===== config.mk =====
export PLATFORM = sky130hd
export DESIGN_NAME = emisc_top
export DESIGN_NICKNAME = d
export VERILOG_FILES = /design/src/core/emisc_pkg.sv /design/src/core/emisc_top.sv
export VERILOG_INCLUDE_DIRS = /design/src /design/src/core
export SDC_FILE = /design/constraint.sdc
export NUM_CORES = 1
export LEC_CHECK = 0
export ABC_AREA = 0
export ABC_CLOCK_PERIOD_IN_PS = 2700
export BUFFER_PORTS_ARGS = -buffer_cell sky130_fd_sc_hd__buf_2
export CAP_MARGIN = 5
export CORE_ASPECT_RATIO = 0.5
export CORE_MARGIN = 8
export CORE_UTILIZATION = 40
export CTS_BUF_LIST = sky130_fd_sc_hd__clkbuf_16
export CTS_CLUSTER_SIZE = 40
export DETAILED_ROUTE_END_ITERATION = 8
export GPL_ROUTABILITY_DRIVEN = 0
export SLEW_MARGIN = 20
export SYNTH_ARGS = -nofsm -noshare
export SYNTH_HDL_FRONTEND = slang
export SYNTH_SLANG_ARGS = --single-unit
export TNS_END_PERCENT = 100

===== constraint.sdc =====
create_clock -name i_sys_clk -period 2.7 [get_ports i_sys_clk]
set_input_delay 0.54 -clock i_sys_clk [delete_from_list [all_inputs] [get_ports i_sys_clk]]
set_output_delay 0.54 -clock i_sys_clk [all_outputs]
set_load 0.02 [all_outputs]

===== src/core/emisc_params.svh =====
// timing, scan and register constants for the memory strobe and config scan block
`ifndef EMISC_PARAMS_SVH
`define EMISC_PARAMS_SVH
`define EMISC_NUM_LINES 32
`define EMISC_SCAN_STEP 2
`define EMISC_SCAN_PERIODS 64
`define EMISC_SCAN_WINDOW 144
`define EMISC_NUM_PRESETS 17
`define EMISC_DEFAULT_PRESET 16
`define EMISC_LAST_LOW_LINE 15
`define EMISC_REFRESH_IVL 72
`define EMISC_DUR_MAX 4
`define EMISC_ELAPSED_MAX 6'h3F
`define EMISC_REG_STATUS 4'h0
`define EMISC_REG_CTRL 4'h4
`define EMISC_REG_CFG 4'h8
`define EMISC_CTRL_RESET 1'b1
`endif


===== src/core/emisc_pkg.sv =====
// types shared by the memory strobe and config scan block
package emisc_pkg;
   typedef enum logic [3:0] {
      ST_SCAN = 4'h0,
      ST_IDLE = 4'h1,
      ST_P1 = 4'h2,
      ST_P2 = 4'h3,
      ST_P3 = 4'h4,
      ST_P4 = 4'h5,
      ST_P5 = 4'h6,
      ST_P6 = 4'h7,
      ST_PE = 4'h8,
      ST_ONCHIP = 4'h9
   } emisc_state_e;

   typedef struct packed {
      logic [2:0] t1;
      logic [2:0] t2;
      logic [2:0] t3;
      logic [2:0] t4;
      logic [2:0] t5;
      logic [2:0] t6;
      logic [4:0] s1;
      logic [4:0] s2;
      logic [4:0] s3;
      logic [4:0] s4;
      logic early;
      logic refresh_en;
   } emisc_cfg_s;
endpackage


===== src/core/emisc_top.sv =====
// external memory cycle strobes and internal configuration scan
//
// How it works
// - width strobe ends by phase six; zero never
// - delayed strobes 0..31, forced high after five
// - width strobe active 0..31 half periods
// - cycle is phases one to six plus waits
// - frame strobe low phases two to five
// - four byte write strobes, zero is low
// - unwritten byte lanes tristated during writes
// - late write four-five, early adds three
// - extra phase periods lengthen strobes or hold
// - waits inserted end of phase four
// - no write strobes on on-chip cycles
// - after reset internal scan only, no external load
// - 64 scan periods inside 144 period window
// - lines high, then low each two periods
// - preset of line tied to sense used
// - top address line preset is default
// - only 16 positions (lines 0..15) valid, else default
// - lines eight, nine presets disable refresh
// - default preset: all four, 31/30/30/18, late
// - out of reset all phases four
// - odd total gets one extra half period
// - frame strobe every external cycle
// - phase four held while wait asserted
//
// The register addresses and the plain strobed port were decided locally.
`timescale 1ns/1ps
`include "emisc_params.svh"
module emisc_top (
   input wire logic i_sys_clk,
   input wire logic i_reset_n,
   input wire logic i_clockin,
   input wire logic i_config_sense_input,
   input wire logic i_wait,
   input wire logic i_req,
   input wire logic i_req_write,
   input wire logic i_req_onchip,
   input wire logic [29:0] i_req_addr,
   input wire logic [31:0] i_req_data,
   input wire logic [3:0] i_req_byte_en,
   output logic o_req_ready,
   output logic o_done,
   output logic [31:0] o_rd_data,
   input wire logic [31:0] i_bus_in,
   output logic [31:0] o_bus_out,
   output logic [31:0] o_bus_oe,
   output logic o_processor_clock_output,
   output logic o_cycle_frame_strobe_n,
   output logic o_width_prog_strobe_n,
   output logic o_delayed_strobe_a_n,
   output logic o_delayed_strobe_b_n,
   output logic o_delayed_strobe_c_n,
   output logic [3:0] o_byte_write_strobes_n,
   output logic o_cfg_done,
   output logic o_refresh_en,
   output logic [7:0] o_refresh_interval,
   input wire logic [3:0] i_reg_addr,
   input wire logic [31:0] i_reg_wdata,
   input wire logic i_reg_wr,
   input wire logic i_reg_rd,
   output logic [31:0] o_reg_rdata
);
   import emisc_pkg::*;

   typedef struct packed {
      emisc_state_e state;
      logic [2:0] sy1;
      logic [2:0] sy2;
      logic [2:0] sy3;
      logic [2:0] filt;
      logic [7:0] clkin_cnt;
      logic detected;
      logic [4:0] det_line;
      emisc_cfg_s cfg;
      logic ctrl_en;
      logic [2:0] phase_cnt;
      logic [5:0] elapsed;
      logic write;
      logic [3:0] be;
      logic [29:0] addr;
      logic [31:0] data;
      logic [31:0] rd_data;
      logic done;
      logic [31:0] reg_rdata;
      logic proc_clk;
   } emisc_regs_s;

   emisc_regs_s q;
   emisc_regs_s d;

   ////////////////////////////////////////////////////////////////////////////////
   // preset table
   function automatic emisc_cfg_s mk(input logic [2:0] a, input logic [2:0] b,
         input logic [2:0] c, input logic [2:0] e, input logic [2:0] f,
         input logic [2:0] g, input logic [4:0] w1, input logic [4:0] w2,
         input logic [4:0] w3, input logic [4:0] w4, input logic early,
         input logic rf);
      emisc_cfg_s r;
      r = '{t1: a, t2: b, t3: c, t4: e, t5: f, t6: g, s1: w1, s2: w2, s3: w3,
            s4: w4, early: early, refresh_en: rf};
      return r;
   endfunction

   function automatic emisc_cfg_s preset(input logic [4:0] idx);
      emisc_cfg_s r;
      case (idx)
         5'h00: r = mk(3'h1, 3'h1, 3'h1, 3'h1, 3'h1, 3'h1, 5'h1E, 5'h07, 5'h03, 5'h05, 1'b0, 1'b1);
         5'h01: r = mk(3'h1, 3'h2, 3'h1, 3'h1, 3'h1, 3'h2, 5'h1E, 5'h01, 5'h02, 5'h07, 1'b0, 1'b1);
         5'h02: r = mk(3'h1, 3'h2, 3'h1, 3'h1, 3'h2, 3'h3, 5'h1E, 5'h01, 5'h02, 5'h07, 1'b0, 1'b1);
         5'h03: r = mk(3'h2, 3'h3, 3'h1, 3'h1, 3'h2, 3'h3, 5'h1E, 5'h01, 5'h03, 5'h08, 1'b0, 1'b1);
         5'h04: r = mk(3'h1, 3'h1, 3'h1, 3'h1, 3'h1, 3'h1, 5'h03, 5'h01, 5'h02, 5'h03, 1'b1, 1'b1);
         5'h05: r = mk(3'h1, 3'h1, 3'h2, 3'h1, 3'h2, 3'h1, 5'h05, 5'h01, 5'h02, 5'h03, 1'b1, 1'b1);
         5'h06: r = mk(3'h2, 3'h1, 3'h2, 3'h1, 3'h3, 3'h1, 5'h06, 5'h01, 5'h02, 5'h03, 1'b1, 1'b1);
         5'h07: r = mk(3'h2, 3'h2, 3'h2, 3'h1, 3'h3, 3'h2, 5'h07, 5'h01, 5'h03, 5'h04, 1'b1, 1'b1);
         // static ram only, refresh off
         5'h08: r = mk(3'h1, 3'h1, 3'h1, 3'h1, 3'h1, 3'h1, 5'h1E, 5'h01, 5'h02, 5'h03, 1'b1, 1'b0);
         5'h09: r = mk(3'h1, 3'h1, 3'h2, 3'h1, 3'h2, 3'h1, 5'h1E, 5'h02, 5'h05, 5'h09, 1'b1, 1'b0);
         5'h0A: r = mk(3'h2, 3'h2, 3'h2, 3'h2, 3'h4, 3'h2, 5'h1E, 5'h02, 5'h03, 5'h08, 1'b0, 1'b1);
         5'h0B: r = mk(3'h3, 3'h3, 3'h3, 3'h3, 3'h3, 3'h3, 5'h1E, 5'h02, 5'h04, 5'h0D, 1'b0, 1'b1);
         5'h0C: r = mk(3'h1, 3'h1, 3'h2, 3'h1, 3'h2, 3'h1, 5'h04, 5'h01, 5'h02, 5'h03, 1'b1, 1'b1);
         5'h0D: r = mk(3'h2, 3'h1, 3'h2, 3'h1, 3'h2, 3'h2, 5'h05, 5'h01, 5'h02, 5'h03, 1'b1, 1'b1);
         5'h0E: r = mk(3'h2, 3'h2, 3'h2, 3'h1, 3'h3, 3'h2, 5'h06, 5'h01, 5'h03, 5'h04, 1'b1, 1'b1);
         5'h0F: r = mk(3'h2, 3'h1, 3'h2, 3'h3, 3'h3, 3'h3, 5'h08, 5'h01, 5'h02, 5'h03, 1'b1, 1'b1);
         // default: all four, late write
         default: r = mk(3'h4, 3'h4, 3'h4, 3'h4, 3'h4, 3'h4, 5'h1F, 5'h1E, 5'h1E, 5'h12, 1'b0, 1'b1);
      endcase
      return r;
   endfunction

   ////////////////////////////////////////////////////////////////////////////////
   // helpers
   logic clkin_rise;
   logic in_frame;
   logic data_phase;
   logic phase_end;
   logic odd_total;
   logic [4:0] det_idx;
   logic [5:0] scan_step;
   logic [31:0] lane_oe;
   logic [31:0] scan_bus;

   assign clkin_rise = (q.sy2[0] == q.sy3[0]) && q.sy3[0] && !q.filt[0];
   assign in_frame = (q.state == ST_P2) || (q.state == ST_P3) || (q.state == ST_P4)
         || (q.state == ST_P5);
   assign data_phase = in_frame && (q.state != ST_P2) || (q.state == ST_P6)
         || (q.state == ST_PE);
   assign phase_end = (q.phase_cnt == 3'h0);
   assign odd_total = q.cfg.t1[0] ^ q.cfg.t2[0] ^ q.cfg.t3[0] ^ q.cfg.t4[0]
         ^ q.cfg.t5[0] ^ q.cfg.t6[0];
   // only 16 positions (lines 0..15) map, others fall back
   assign det_idx = (q.detected && (q.det_line <= 5'(`EMISC_LAST_LOW_LINE))) ? q.det_line
         : 5'(`EMISC_DEFAULT_PRESET);
   assign scan_step = q.clkin_cnt[6:1];

   genvar gi;
   generate
      for (gi = 0; gi < `EMISC_NUM_LINES; gi++) begin : g_line
         // each line falls two periods after the previous
         assign scan_bus[gi] = (q.clkin_cnt < 8'(2 * gi + 1));
         // unwritten lanes float during writes
         assign lane_oe[gi] = q.be[gi / 8];
      end
   endgenerate

   ////////////////////////////////////////////////////////////////////////////////
   // next state
   always_comb begin
      d = q;
      d.done = 1'b0;
      d.proc_clk = ~q.proc_clk;
      d.reg_rdata = 32'h0;
      if (i_reg_rd) begin
         case (i_reg_addr)
            `EMISC_REG_STATUS: d.reg_rdata = {24'h0, q.det_line, q.detected,
                  (q.state != ST_SCAN), (q.state != ST_IDLE)};
            `EMISC_REG_CTRL: d.reg_rdata = {31'h0, q.ctrl_en};
            `EMISC_REG_CFG: d.reg_rdata = q.cfg[31:0];
            default: d.reg_rdata = 32'h0;
         endcase
      end
      if (i_reg_wr && (i_reg_addr == `EMISC_REG_CTRL)) begin
         d.ctrl_en = i_reg_wdata[0];
      end
      if ((q.state != ST_P1) && (q.state != ST_IDLE)) begin
         d.elapsed = (q.elapsed == `EMISC_ELAPSED_MAX) ? q.elapsed : q.elapsed + 6'h1;
      end
      if (!q.phase_cnt[2] || phase_end) begin
         d.phase_cnt = phase_end ? 3'h0 : q.phase_cnt - 3'h1;
      end else begin
         d.phase_cnt = q.phase_cnt - 3'h1;
      end
      case (q.state)
         ST_SCAN: begin
            // internal test first; external load not fitted
            if (clkin_rise) begin
               d.clkin_cnt = q.clkin_cnt + 8'h1;
               if (!q.clkin_cnt[0] && (q.clkin_cnt != 8'h0)
                     && (q.clkin_cnt <= 8'(`EMISC_SCAN_PERIODS)) && !q.detected
                     && !q.filt[1]) begin
                  d.detected = 1'b1;
                  d.det_line = scan_step[4:0] - 5'h1;
               end
               if (q.clkin_cnt == 8'(`EMISC_SCAN_WINDOW - 1)) begin
                  d.cfg = preset(det_idx);
                  d.state = ST_IDLE;
               end
            end
         end
         ST_IDLE: begin
            if (o_req_ready && i_req) begin
               d.write = i_req_write;
               d.be = i_req_byte_en;
               d.addr = i_req_addr;
               d.data = i_req_data;
               d.phase_cnt = q.cfg.t1 - 3'h1;
               d.state = i_req_onchip ? ST_ONCHIP : ST_P1;
            end
         end
         ST_ONCHIP: begin
            d.done = 1'b1;
            d.state = ST_IDLE;
         end
         ST_P1: begin
            if (phase_end) begin
               d.state = ST_P2;
               d.phase_cnt = q.cfg.t2 - 3'h1;
               d.elapsed = 6'h0;
            end
         end
         ST_P2: begin
            if (phase_end) begin
               d.state = ST_P3;
               d.phase_cnt = q.cfg.t3 - 3'h1;
            end
         end
         ST_P3: begin
            if (phase_end) begin
               d.state = ST_P4;
               d.phase_cnt = q.cfg.t4 - 3'h1;
            end
         end
         ST_P4: begin
            // waits extend phase four at its end
            if (phase_end && !q.filt[2]) begin
               d.state = ST_P5;
               d.phase_cnt = q.cfg.t5 - 3'h1;
            end
         end
         ST_P5: begin
            if (phase_end) begin
               d.rd_data = i_bus_in;
               d.state = ST_P6;
               d.phase_cnt = q.cfg.t6 - 3'h1;
            end
         end
         ST_P6: begin
            if (phase_end) begin
               d.state = odd_total ? ST_PE : ST_IDLE;
               d.done = !odd_total;
            end
         end
         ST_PE: begin
            d.done = 1'b1;
            d.state = ST_IDLE;
         end
         default: d.state = ST_IDLE;
      endcase
      if (!i_reset_n) begin
         d = '0;
         d.state = ST_SCAN;
         d.cfg = preset(5'(`EMISC_DEFAULT_PRESET));
         d.ctrl_en = `EMISC_CTRL_RESET;
      end
      d.sy1 = {i_wait, i_config_sense_input, i_clockin};
      d.sy2 = q.sy1;
      d.sy3 = q.sy2;
      for (int k = 0; k < 3; k++) begin
         d.filt[k] = (q.sy2[k] == q.sy3[k]) ? q.sy3[k] : q.filt[k];
      end
   end

   always_ff @(posedge i_sys_clk) begin
      q <= d;
   end

   ////////////////////////////////////////////////////////////////////////////////
   // outputs
   assign o_req_ready = (q.state == ST_IDLE) && q.ctrl_en && !q.proc_clk;
   assign o_done = q.done;
   assign o_rd_data = q.rd_data;
   assign o_reg_rdata = q.reg_rdata;
   assign o_processor_clock_output = q.proc_clk;
   assign o_cfg_done = (q.state != ST_SCAN);
   assign o_refresh_en = q.cfg.refresh_en;
   assign o_refresh_interval = q.cfg.refresh_en ? 8'(`EMISC_REFRESH_IVL) : 8'h0;
   assign o_cycle_frame_strobe_n = !in_frame;
   // width strobe from phase two, cut at end of six
   assign o_width_prog_strobe_n = !((in_frame || (q.state == ST_P6))
         && (q.elapsed < 6'(q.cfg.s1)));
   // delayed strobes end with phase five; zero disables
   assign o_delayed_strobe_a_n = !(in_frame && (q.cfg.s2 != 5'h0)
         && (q.elapsed >= 6'(q.cfg.s2)));
   assign o_delayed_strobe_b_n = !(in_frame && (q.cfg.s3 != 5'h0)
         && (q.elapsed >= 6'(q.cfg.s3)));
   assign o_delayed_strobe_c_n = !(in_frame && (q.cfg.s4 != 5'h0)
         && (q.elapsed >= 6'(q.cfg.s4)));
   // late: four and five, early adds three; not on-chip
   assign o_byte_write_strobes_n = ~(q.be & {4{q.write && ((q.state == ST_P4)
         || (q.state == ST_P5) || (q.cfg.early && (q.state == ST_P3)))}});

   always_comb begin
      o_bus_out = 32'h0;
      o_bus_oe = 32'h0;
      case (q.state)
         ST_SCAN: begin
            if (q.clkin_cnt <= 8'(`EMISC_SCAN_PERIODS)) begin
               o_bus_out = scan_bus;
               o_bus_oe = 32'hFFFFFFFF;
            end
         end
         ST_P1, ST_P2, ST_ONCHIP: begin
            o_bus_out = {q.addr, 1'b1, !q.write};
            o_bus_oe = 32'hFFFFFFFF;
         end
         default: begin
            // write data held to end of six and the extra period
            if (data_phase && q.write) begin
               o_bus_out = q.data;
               o_bus_oe = lane_oe;
            end
         end
      endcase
   end

   ////////////////////////////////////////////////////////////////////////////////
   // checks
   property p_frame;
      @(posedge i_sys_clk) disable iff (!i_reset_n)
      (q.state == ST_P2) |-> !o_cycle_frame_strobe_n
            && (($past(q.state) == ST_P1) || ($past(q.state) == ST_P2));
   endproperty
   a_frame: assert property (p_frame) else $error("frame strobe not low in phase two");

   property p_wait;
      @(posedge i_sys_clk) disable iff (!i_reset_n)
      (q.state == ST_P4 && phase_end && q.filt[2]) |=> (q.state == ST_P4);
   endproperty
   a_wait: assert property (p_wait) else $error("wait did not hold phase four");

   property p_even;
      @(posedge i_sys_clk) disable iff (!i_reset_n)
      (q.state == ST_P6 && phase_end && odd_total) |=> (q.state == ST_PE) ##1 q.done;
   endproperty
   a_even: assert property (p_even) else $error("odd cycle not padded");

   property p_dly_end;
      @(posedge i_sys_clk) disable iff (!i_reset_n)
      (q.state == ST_P6) |-> (o_delayed_strobe_a_n && o_delayed_strobe_b_n
            && o_delayed_strobe_c_n && o_cycle_frame_strobe_n);
   endproperty
   a_dly_end: assert property (p_dly_end) else $error("delayed strobe past phase five");

   property p_s1_zero;
      @(posedge i_sys_clk) disable iff (!i_reset_n)
      (q.cfg.s1 == 5'h0) |-> o_width_prog_strobe_n;
   endproperty
   a_s1_zero: assert property (p_s1_zero) else $error("zero width strobe went low");

   property p_onchip;
      @(posedge i_sys_clk) disable iff (!i_reset_n)
      (q.state == ST_ONCHIP) |-> (o_byte_write_strobes_n == 4'hF) ##1 (q.state == ST_IDLE);
   endproperty
   a_onchip: assert property (p_onchip) else $error("write strobe on on-chip cycle");

   property p_late;
      @(posedge i_sys_clk) disable iff (!i_reset_n)
      (q.state == ST_P3 && !q.cfg.early) |-> (o_byte_write_strobes_n == 4'hF);
   endproperty
   a_late: assert property (p_late) else $error("late write strobe in phase three");

   property p_lane;
      @(posedge i_sys_clk) disable iff (!i_reset_n)
      (q.write && q.state == ST_P5 && !q.be[1]) |-> (o_bus_oe[15:8] == 8'h0)
            && !o_byte_write_strobes_n[0] == q.be[0];
   endproperty
   a_lane: assert property (p_lane) else $error("unwritten lane driven");

   property p_scan_start;
      @(posedge i_sys_clk) disable iff (!i_reset_n)
      (q.state == ST_SCAN && q.clkin_cnt == 8'h0) |-> (o_bus_out == 32'hFFFFFFFF)
            && (o_bus_oe == 32'hFFFFFFFF);
   endproperty
   a_scan_start: assert property (p_scan_start) else $error("scan lines not all high");

   property p_default;
      @(posedge i_sys_clk) disable iff (!i_reset_n)
      $rose(o_cfg_done) && !q.detected |-> (q.cfg.t1 == 3'h4) && (q.cfg.s1 == 5'h1F);
   endproperty
   a_default: assert property (p_default) else $error("default preset not loaded");

   c_write: cover property (@(posedge i_sys_clk) disable iff (!i_reset_n)
         (q.state == ST_P5) && q.write);
   c_wait: cover property (@(posedge i_sys_clk) disable iff (!i_reset_n)
         (q.state == ST_P4) && q.filt[2] ##1 (q.state == ST_P4));
   c_detect: cover property (@(posedge i_sys_clk) disable iff (!i_reset_n)
         $rose(o_cfg_done) && q.detected);
endmodule // emisc_top


Word level (Yosys, flattened, before mapping)
Memories as Yosys holds them, arrays and structs flattened.
Index checks and enable logic that the tools add are counted.
- reductions and logical operators: 64
- $add $sub $neg: 10
- eq/ne operators: 28
- $lt $le $gt $ge: 38
- muxes and demuxes: 36
- bitwise logic cells: 8
- operators by type and width (cell ; number):
    8-bit by 6-bit less-than comparator with 1-bit output (second input constant) ; 16
    32-bit two-way mux ; 4
    32-bit case mux with 2 select lines ; 2
    32-bit case mux with 3 select lines ; 1
    8-bit by 5-bit less-than comparator with 1-bit output (second input constant) ; 8
    4-bit two-way mux ; 11
    40-bit two-way mux ; 1
    8-bit by 4-bit less-than comparator with 1-bit output (second input constant) ; 4
    4-bit case mux with 8 select lines ; 1
    1-bit logical AND ; 24
    3-bit two-way mux ; 7
    3-bit by 1-bit subtractor with 3-bit output (second input constant) ; 7
    4-bit by 3-bit equality test with 1-bit output (second input constant) ; 5
    6-bit by 5-bit greater-or-equal comparator with 1-bit output ; 3
    6-bit two-way mux ; 3
    2-bit != test (second input constant) ; 9
    3-bit case mux with 6 select lines ; 1
    8-bit by 3-bit less-than comparator with 1-bit output (second input constant) ; 2
    5-bit nonzero test ; 3
    1-bit logical NOT ; 14
    4-bit equality test (second input constant) ; 3
    1-bit logical OR ; 9
    9-bit two-way mux ; 1
    9-bit AND reduction ; 1
    other kinds (31) ; 44
- memories kept: 1
- ROM bits: 480
- output and inout port bits: 150
- input bits: 144
- word-level logic and storage cells: 218
- bits in registers: 213
- memory list (name ; depth ; width ; rd ports ; clocked after Yosys merged registers in ; write ports ; line ; source):
    (no name shown) ; 16 ; 30 ; 1 ; 0 ; 0 ; emisc_top.sv:108 ; case (idx)

Longest topological paths before layout
Gate-level depths: netlist of run 1.
- depth after elaboration: 10
- mapped depth: 10
- gate-level depth less buffers: 9

Least setup slack after synthesis of run 1
No wires, ideal clock.
- path type: register to output
- from: register q[212] (netlist bit)
- to: output port o_bus_oe[10]
- data arrival time: 2.056 ns
- slack: 0.104 ns
- stages on the path, launching flop included: 10
- cells stage by stage: dfxtp_1 clkbuf_1 nor2b_1 clkbuf_1 a21oi_1 nor2b_1 clkbuf_1 clkbuf_1 a21o_1 buf_4
- cells in the longest elaborated chain, start to end: 10
- elaborated cells between the ends (all ways): 20
- RTL lines (what ; line ; source):
    start, declared ; emisc_top.sv:90 ; emisc_regs_s q;
    start signal, assigned ; emisc_top.sv:285 ; q <= d;
    4-bit by 2-bit equality test with 1-bit output or 4-bit by 3-bit equality test with 1-bit output (tied branches) ; emisc_top.sv:145, emisc_top.sv:316 ;
    1-bit logical OR (2 in series) ; emisc_top.sv:145 ; assign in_frame = (q.state == ST_P2) || (q.state == ST_P3) || (q.state == ST_P4)
    1-bit logical OR ; emisc_top.sv:146 ; || (q.state == ST_P5);
    1-bit logical AND ; emisc_top.sv:147 ; assign data_phase = in_frame && (q.state != ST_P2) || (q.state == ST_P6)
    1-bit logical OR ; emisc_top.sv:147 ;
    1-bit logical OR ; emisc_top.sv:148 ; || (q.state == ST_PE);
    1-bit logical AND ; emisc_top.sv:329 ; if (data_phase && q.write) begin
    32-bit two-way mux ; emisc_top.sv:329 ;
    32-bit case mux with 2 select lines * ; emisc_top.sv:316 ; case (q.state)
    end, declared ; emisc_top.sv:48 ; output logic [31:0] o_bus_oe,
Every way passes the cells marked *; elsewhere a longest branch is shown, timed or not.

Worst setup path in the final report of run 1
- from: register q[133] (netlist bit)
- to: output port o_delayed_strobe_c_n
- cells in the longest elaborated chain, start to end: 3
- RTL lines (what ; line ; source):
    6-bit by 5-bit greater-or-equal comparator with 1-bit output ; emisc_top.sv:308 ; && (q.elapsed >= 6'(q.cfg.s4)));
    1-bit logical AND ; emisc_top.sv:308 ;
    1-bit logical NOT ; emisc_top.sv:307 ; assign o_delayed_strobe_c_n = !(in_frame && (q.cfg.s4 != 5'h0)
    end, declared ; emisc_top.sv:54 ; output logic o_delayed_strobe_c_n,
No other way between the ends.

==> results of run 1 <==
[layer usage]
metal,global-route usage,wire [um],vias to the layer above
met3,0.0455,1660,44
met4,0.0593,513,0
met2,0.326,15400,239
met1,0.237,13700,4320
met5,0,0,-
li1,-,-,4536
[state kept, by name, summed over array words and instances, names as in the netlist]
| name | cells |
|---|---|
| o_refresh_en | 1 |
| o_rd_data | 32 |
| o_reg_rdata | 27 |
| q | 127 |
| d | 6 |
| lane_oe | 4 |
| o_processor_clock_output | 1 |
| o_done | 1 |
[critical path, stage by stage (launching register included)]
cell and delay, ns:
dfxtp_2 0.33, inv_1 0.05, ha_1 0.27, nand2b_4 0.13, a21o_1 0.16, a21o_1 0.18
a2111oi_4 0.28, a311o_1 0.21, buf_6 0.14
[layout make-up]
type	instances	area [um2]
tap	344	430
clock buffer	18	450
antenna	1	2.50
clock inverter	14	148
sequential	199	4030
timing repair buffer	321	2010
multi-input combinational	845	5310
inverter	38	143
fill	2440	12800
[power groups by stage]
stage	logic, W	registers [W]	clock network [W]
after floorplan	0.000132	0.00304	0
after global placement	0.000256	0.00304	0
after detailed placement	0.000260	0.00304	0
after CTS	0.000267	0.00297	0.00270
after global routing	0.000301	0.00298	0.00283
final	0.000277	0.00298	0.00264
[worst max path at each step]
| stage | startpoint | slack [ns] | end |
|---|---|---|---|
| after floorplan | q[212] | 0.10 | o_bus_oe[10] |
| after global placement | q[188] | 0.08 | q[169] |
| after detailed placement | q[196] | 0.08 | q[169] |
| after CTS | q[145] | -0.08 | o_delayed_strobe_c_n |
| after global routing | q[133] | -0.12 | o_delayed_strobe_c_n |
| final | q[133] | -0.04 | o_delayed_strobe_c_n |
[through the flow]
stage / worst slack (ns) / hold WS [ns] / setup TNS [ns]
6_report: -0.0392 / 0.179 / -0.0392
5_1_grt: -0.122 / 0.163 / -0.134
4_1_cts: -0.0800 / 0.153 / -0.0800
3_5_place_dp: 0.0822 / 0.314 / 0
3_3_place_gp: 0.0786 / 0.311 / 0
2_1_floorplan: 0.104 / 0.310 / 0
[kinds of logic after synthesis]
family | count (synthesis) | share of synthesized area
AND/OR/NAND/NOR | 454 | 0.200
AO/OA/AOI/OAI | 315 | 0.218
buffers and inverters | 226 | 0.120
flip-flops | 199 | 0.388
adder cells (fa/ha/maj) | 36 | 0.0435
XOR/XNOR | 28 | 0.0237
multiplexers | 6 | 0.00581
other | 1 | 0.000363
[Yosys cell counts (all sizes together) (4+ instances only)]
cell type  count
nand2b        13
or2            4
nand2        262
clkbuf        74
nor2          50
nor2b         19
o211a          5
and2          32
o211ai        14
nor3b          8
o21ai         42
nor3          15
a221o         24
a21boi       112
nand4          6
o21a           6
mux2i          6
nand3         18
inv           37
o31ai          4
nor4b          5
nor4           6
xor2           8
xnor2         20
a21oi         40
a31oi          6
a211oi        11
a21o           7
buf          114
dfxtp        196
a22oi         16
ha            36
[what timing repair did]
action / CTS / global route
cloned: 2 / 1
resized for setup: 50 / 38
hold endpoints to repair: 0 / 0
pin swaps: 5 / 7
hold buffers: 0 / 0
buffers inserted: 9 / 1
setup endpoints to repair: 69 / 59
==> metrics.md, run 1 <==
| Metric | Value |
|---|---|
| Vias/cell | 5.13 |
| CP Launch Type | flop |
| Initial antenna violation count | 0 |
| Mapped Cells | 1265 |
| WL per Instance | 17.6 um |
| P_int | 0.00453 W |
| Nets@finish | 1602 |
| Post-route setup slack | -0.0392 ns |
| Clk Latency, worst-skew pair | 0.46 ns |
| Pwr Total | 0.00589 W |
| Net Sw Frac | 0.232 |
| First-pass GRT wire length | 48400 um |
| Yosys reg bits | 199 |
| Die area | 31600 um2 |
| Clock slew at reported path FFs | 0.08 ns |
| Highest Clock Rate | 365 MHz |
| Clock tree buffer depth | 2 |
| Final Hold Viols | 0 |
| # rows | 41 |
| Number of synthesized flops with an enable pin | 3 |
| Vias | 9139 |
| CTS H-tree lvls | 4 |
| Largest net degree at the start of global routing | 77 |
| Post-synth cell types | 65 |
| Sink Count | 199 |
| Post-layout util | 0.495 |
| Max VDD drop | 385 uV |
| Top_reg_cell synth | dfxtp_1 |
| Layout Cells excl Fill | 1780 |
| Worst r2r path cells | 6 |
| Leakage power | 5.01 nW |
| Area Growth Syn to Fin | 21.0% |
| Num CTS Buffers | 17 |
| Tightest Hold Check Type | input pin to flop |
| Starting density of the core | 0.409 |
| Unrepaired setup endpoints after global routing | true |
| Synth Warn # | 0 |
| # DRC | 0 |
| Iteration-0 DRC Markers | 678 |
| Top cell type by total area after synthesis | dfxtp_1 |
| Avg Synthesized Cell Area | 8.18 um2 |
| DRT Wirelength | 31300 um |
| Clock group share of total power | 0.448 |
| Synth top area cells | dfxtp_1 (38%), nand2_1 (9.5%), a21boi_0 (8.1%) |
| Hold Path Depth | 1 |
| Crit Path Class | flop to output port |
| Die width | 243 um |
| Root Buffer | clkbuf_16 |
| Sequential fraction of the synthesis area | 0.388 |
| Cell Area, Placed | 11500 um2 |
| Pwr Density | 471 nW/um2 |
| Final instance area | 12500 um2 |
| Most frequent cells in the layout | nand2_1 (261), buf_2 (238), dfxtp_1 (185), a21boi_0 (110), buf_4 (63) |
| Sequential share of power | 0.505 |
| Min Tclk post-route | 2.74 ns |
| FF-to-FF Start | q[196] |
| Slew headroom | 0.519 |
| Worst Skew | 0.0100 ns |
| Critical path required time | 2.16 ns |
| Final setup violation count | 1 |
| Sw power | 0.00136 W |
| CTS tree | done |
| Final Cycle Share | 1.01 |
| Worst EP arrival | 2.20 ns |
| Max Cap Violations | 0 |
| Share of the synthesized area in the top cell type | 0.379 |
| Crit path capture type | output port |
| Hpwl dp | 22800 um |
| Number of global-route vias before repair | 9056 |
| Die Y | 130 um |
| Layout cells sized above 1 | 0.279 |
| Worst Hold Endpoint | d[205] |
| Synthesized area | 10300 um2 |
| Port-buffer cells | 256 |
| Power share of the combinational group | 0.047 |
| Register-to-register setup slack | 0.11 ns |
| Slew @ Worst Pin | 0.721 ns |
| Most common cell after layout, fill and taps aside | nand2_1 |
| Detailed-router iteration count before antenna repair | 5 |
| Ys async rst share | 0 |
| Inst Count DP | 1734 |
| # IOs | 294 |
| Placeable Area | 25300 um2 |
| Antenna Nets Post-Route | 0 |
| Status | finished with violations |
| Hold_sp | i_wait |
| FF-to-FF End | q[169] |
| Total track usage | 0.190 |
| Grt ovf | 0 |
| Failing checks | negative setup slack |
| Max-slew violations | 0 |
| CP max FO | 2 |
Note: power is estimated with default switching activity, not from simulation.
==> run 2, diff against run 1 <==
==> constraint.sdc (replaced) <==
create_clock -name i_sys_clk -period 2.7 [get_ports i_sys_clk]
set_input_delay 0.81 -clock i_sys_clk [delete_from_list [all_inputs] [get_ports i_sys_clk]]
set_output_delay 0.81 -clock i_sys_clk [all_outputs]
set_load 0.02 [all_outputs]
==> run 2 against run 1 <==
- routed wire length grew 2.9%
- first-iteration DRC count grew 8.4%
- the run still ends with negative setup slack left
- final cell count grew 1.0%
- global-route usage grew 0.10 points
- worst setup slack lost 0.20 ns
==> metrics.md, run 2 (synthesized netlist as in run 1, its figures left out) <==
| Metric | Value |
|---|---|
| Status | finished with violations |
| Failing checks | negative setup slack |
| # rows | 41 (unchanged) |
| Most common cell on crit path | buf_6 |
| Num CTS Buffers | 17 (unchanged) |
| P_int | 0.00447 W (-1.2%) |
| Min Tclk post-route | 2.94 ns (+0.199 ns) |
| Most flops, register | q |
| Crit Path Class | flop to output port |
| Final Hold Viols | 0 (unchanged) |
| Root Buffer | clkbuf_16 |
| Power share of the combinational group | 0.049 (+0.002) |
| Worst Hold Endpoint | d[200] |
| Layout cells sized above 1 | 0.312 (+0.0328) |
| Max VDD drop | 504 uV (+31%) |
| Sink Count | 199 (unchanged) |
| Die Y | 130 um (unchanged) |
| CP max FO | 8 (+6) |
| Iteration-0 DRC Markers | 735 (+8.4%) |
| Hold_sp | d[203] |
| Fill count | 2392 (-2.0%) |
| Post-route setup slack | -0.238 ns (-0.199 ns) |
| Max reg flops | 127 (unchanged) |
| Area Growth Syn to Fin | 28.4% |
| Setup TNS | -12.54 ns (-12.50 ns) |
| Total track usage | 0.191 (+0.00102) |
| Number of global-route vias before repair | 8965 (-1.0%) |
| Nets@finish | 1621 (+1.2%) |
| Clock tree buffer depth | 2 (unchanged) |
| First-pass GRT wire length | 48900 um (+1.1%) |
| Highest Clock Rate | 340 MHz (-6.8%) |
| Pwr Total | 0.00582 W (-1.3%) |
| Starting density of the core | 0.409 (unchanged) |
| Vias | 9379 (+2.6%) |
| CTS tree | done |
| # IOs | 294 (unchanged) |
| Clock group share of total power | 0.440 (-0.008) |
| Largest net degree at the start of global routing | 108 (+40%) |
| Slew @ Worst Pin | 0.605 ns (-0.116 ns) |
| Clk Latency, worst-skew pair | 0.46 ns (about the same) |
| Net Sw Frac | 0.232 (about the same) |
| Crit path capture type | output port |
| Most frequent cells in the layout | nand2_1 (255), buf_2 (184), dfxtp_1 (182), a21boi_0 (110), buf_6 (78) |
| Hold Path Depth | 0 (-1) |
| Max-slew violations | 0 (unchanged) |
| Crit path cell chain | or4_4 > o31ai_4 > buf_6 > a21o_4 > buf_6 |
| Leakage power | 5.38 nW (+7.4%) |
| Die area | 31600 um2 (unchanged) |
| Register-to-register setup slack | 0.18 ns (+0.07 ns) |
| FF-to-FF End | q[171] |
| Vias/cell | 5.22 (+1.6%) |
| FF-to-FF Start | q[209] |
| Tightest Hold Check Type | flop to flop |
| Place WS | -0.0102 ns (-0.0924 ns) |
| Unrepaired setup endpoints after global routing | true |
| Pwr Density | 438 nW/um2 (-6.9%) |
| Grt ovf | 0 (unchanged) |
| Number of diodes | 0 (-1) |
| Final Cycle Share | 1.09 (+0.0735) |
| CTS H-tree lvls | 4 (unchanged) |
| Initial antenna violation count | 0 (unchanged) |
| Max Cap Violations | 0 (unchanged) |
| DRT Wirelength | 32200 um (+2.9%) |
| Critical path required time | 1.89 ns (-0.27 ns) |
| CP peak stage delay | 0.56 ns (+0.23 ns) |
| Hpwl dp | 22600 um (-0.55%) |
| WL per Instance | 17.9 um (+1.8%) |
| Port-buffer cells | 256 (unchanged) |
| CP Launch Type | flop |
| Most common cell after layout, fill and taps aside | nand2_1 |
| Antenna Nets Post-Route | 0 (unchanged) |
| Crit path max-delay cell type | or4_4 |
| Detailed-router iteration count before antenna repair | 7 (+2) |
| # DRC | 0 (unchanged) |
| Final setup violation count | 69 (+68) |
| Slew headroom | 0.596 (+0.0775) |
| Sequential share of power | 0.510 (+0.005) |
| Sw power | 0.00135 W (-1.3%) |
| Worst r2r path cells | 7 (+1) |
| Clock slew at reported path FFs | 0.07 ns (about the same) |
| Placeable Area | 25300 um2 (unchanged) |
| Worst Skew | 0.00715 ns (-0.00287 ns) |
| Worst EP arrival | 2.13 ns (-0.07 ns) |
| Die width | 243 um (unchanged) |
run 2: power groups by stage:
| stage | sequential [W] | clock (W) | combinational (W) |
|---|---|---|---|
| 5_1_grt | 0.00297 | 0.00276 | 0.000311 |
| 3_3_place_gp | 0.00304 | 0 | 0.000258 |
| 4_1_cts | 0.00297 | 0.00263 | 0.000278 |
| 3_5_place_dp | 0.00304 | 0 | 0.000263 |
| 2_1_floorplan | 0.00304 | 0 | 0.000132 |
| 6_report | 0.00297 | 0.00256 | 0.000288 |
run 2: per-layer routing:
metal	vias up	GRT usage	part of all wire
met5	-	0	0
met4	0	0.0456	0.020
li1	4576	-	-
met1	4494	0.239	0.44
met2	266	0.330	0.49
met3	43	0.0498	0.050
run 2: worst max-delay path, delay by kind of cell (launching register included):
family | cells | cell delay (ns)
compound gates | 2 | 0.44
buf+inv | 2 | 0.30
flops | 1 | 0.37
simple gates | 1 | 0.56
run 2: worst max path at each step:
stage | start | to | slack, ns | depth (start not counted)
after CTS | q[210] | o_bus_oe[10] | -0.24 | 5
after global placement | q[133] | o_delayed_strobe_c_n | -0.002 | 8
final | q[209] | o_bus_oe[2] | -0.24 | 5
after global routing | q[133] | o_delayed_strobe_c_n | -0.35 | 8
after floorplan | q[212] | o_bus_out[16] | 0.0009 | 8
after detailed placement | q[133] | o_delayed_strobe_c_n | -0.01 | 8
run 2: cell type report:
cell class | instances | area (um2) | share of cell area
Sequential cell | 199 | 4050 | 0.305
Timing Repair Buffer | 340 | 2580 | 0.194
Tap cell | 344 | 430 | 0.0324
Clock buffer | 17 | 425 | 0.0320
Clock inverter | 15 | 155 | 0.0117
Multi-Input combinational cell | 845 | 5500 | 0.414
Inverter | 38 | 143 | 0.0107
run 2: timing repair:
action	in CTS	in global routing
pin swaps	19	29
hold buffers	0	0
setup buffers	5	14
endpoints found under the setup margin	74	75
gates resized for setup	113	151
cloned	2	4
run 2: through the flow:
stage	cells	hold WS [ns]	util	area [um2]
final	1798	0.330	0.525	13300
after CTS	1780	0.333	0.496	12600
after detailed placement	1741	0.316	0.455	11500
after global placement	1741	0.312	0.455	11500
after floorplan	1270	0.310	-	10400
after global routing	1798	0.338	0.525	13300
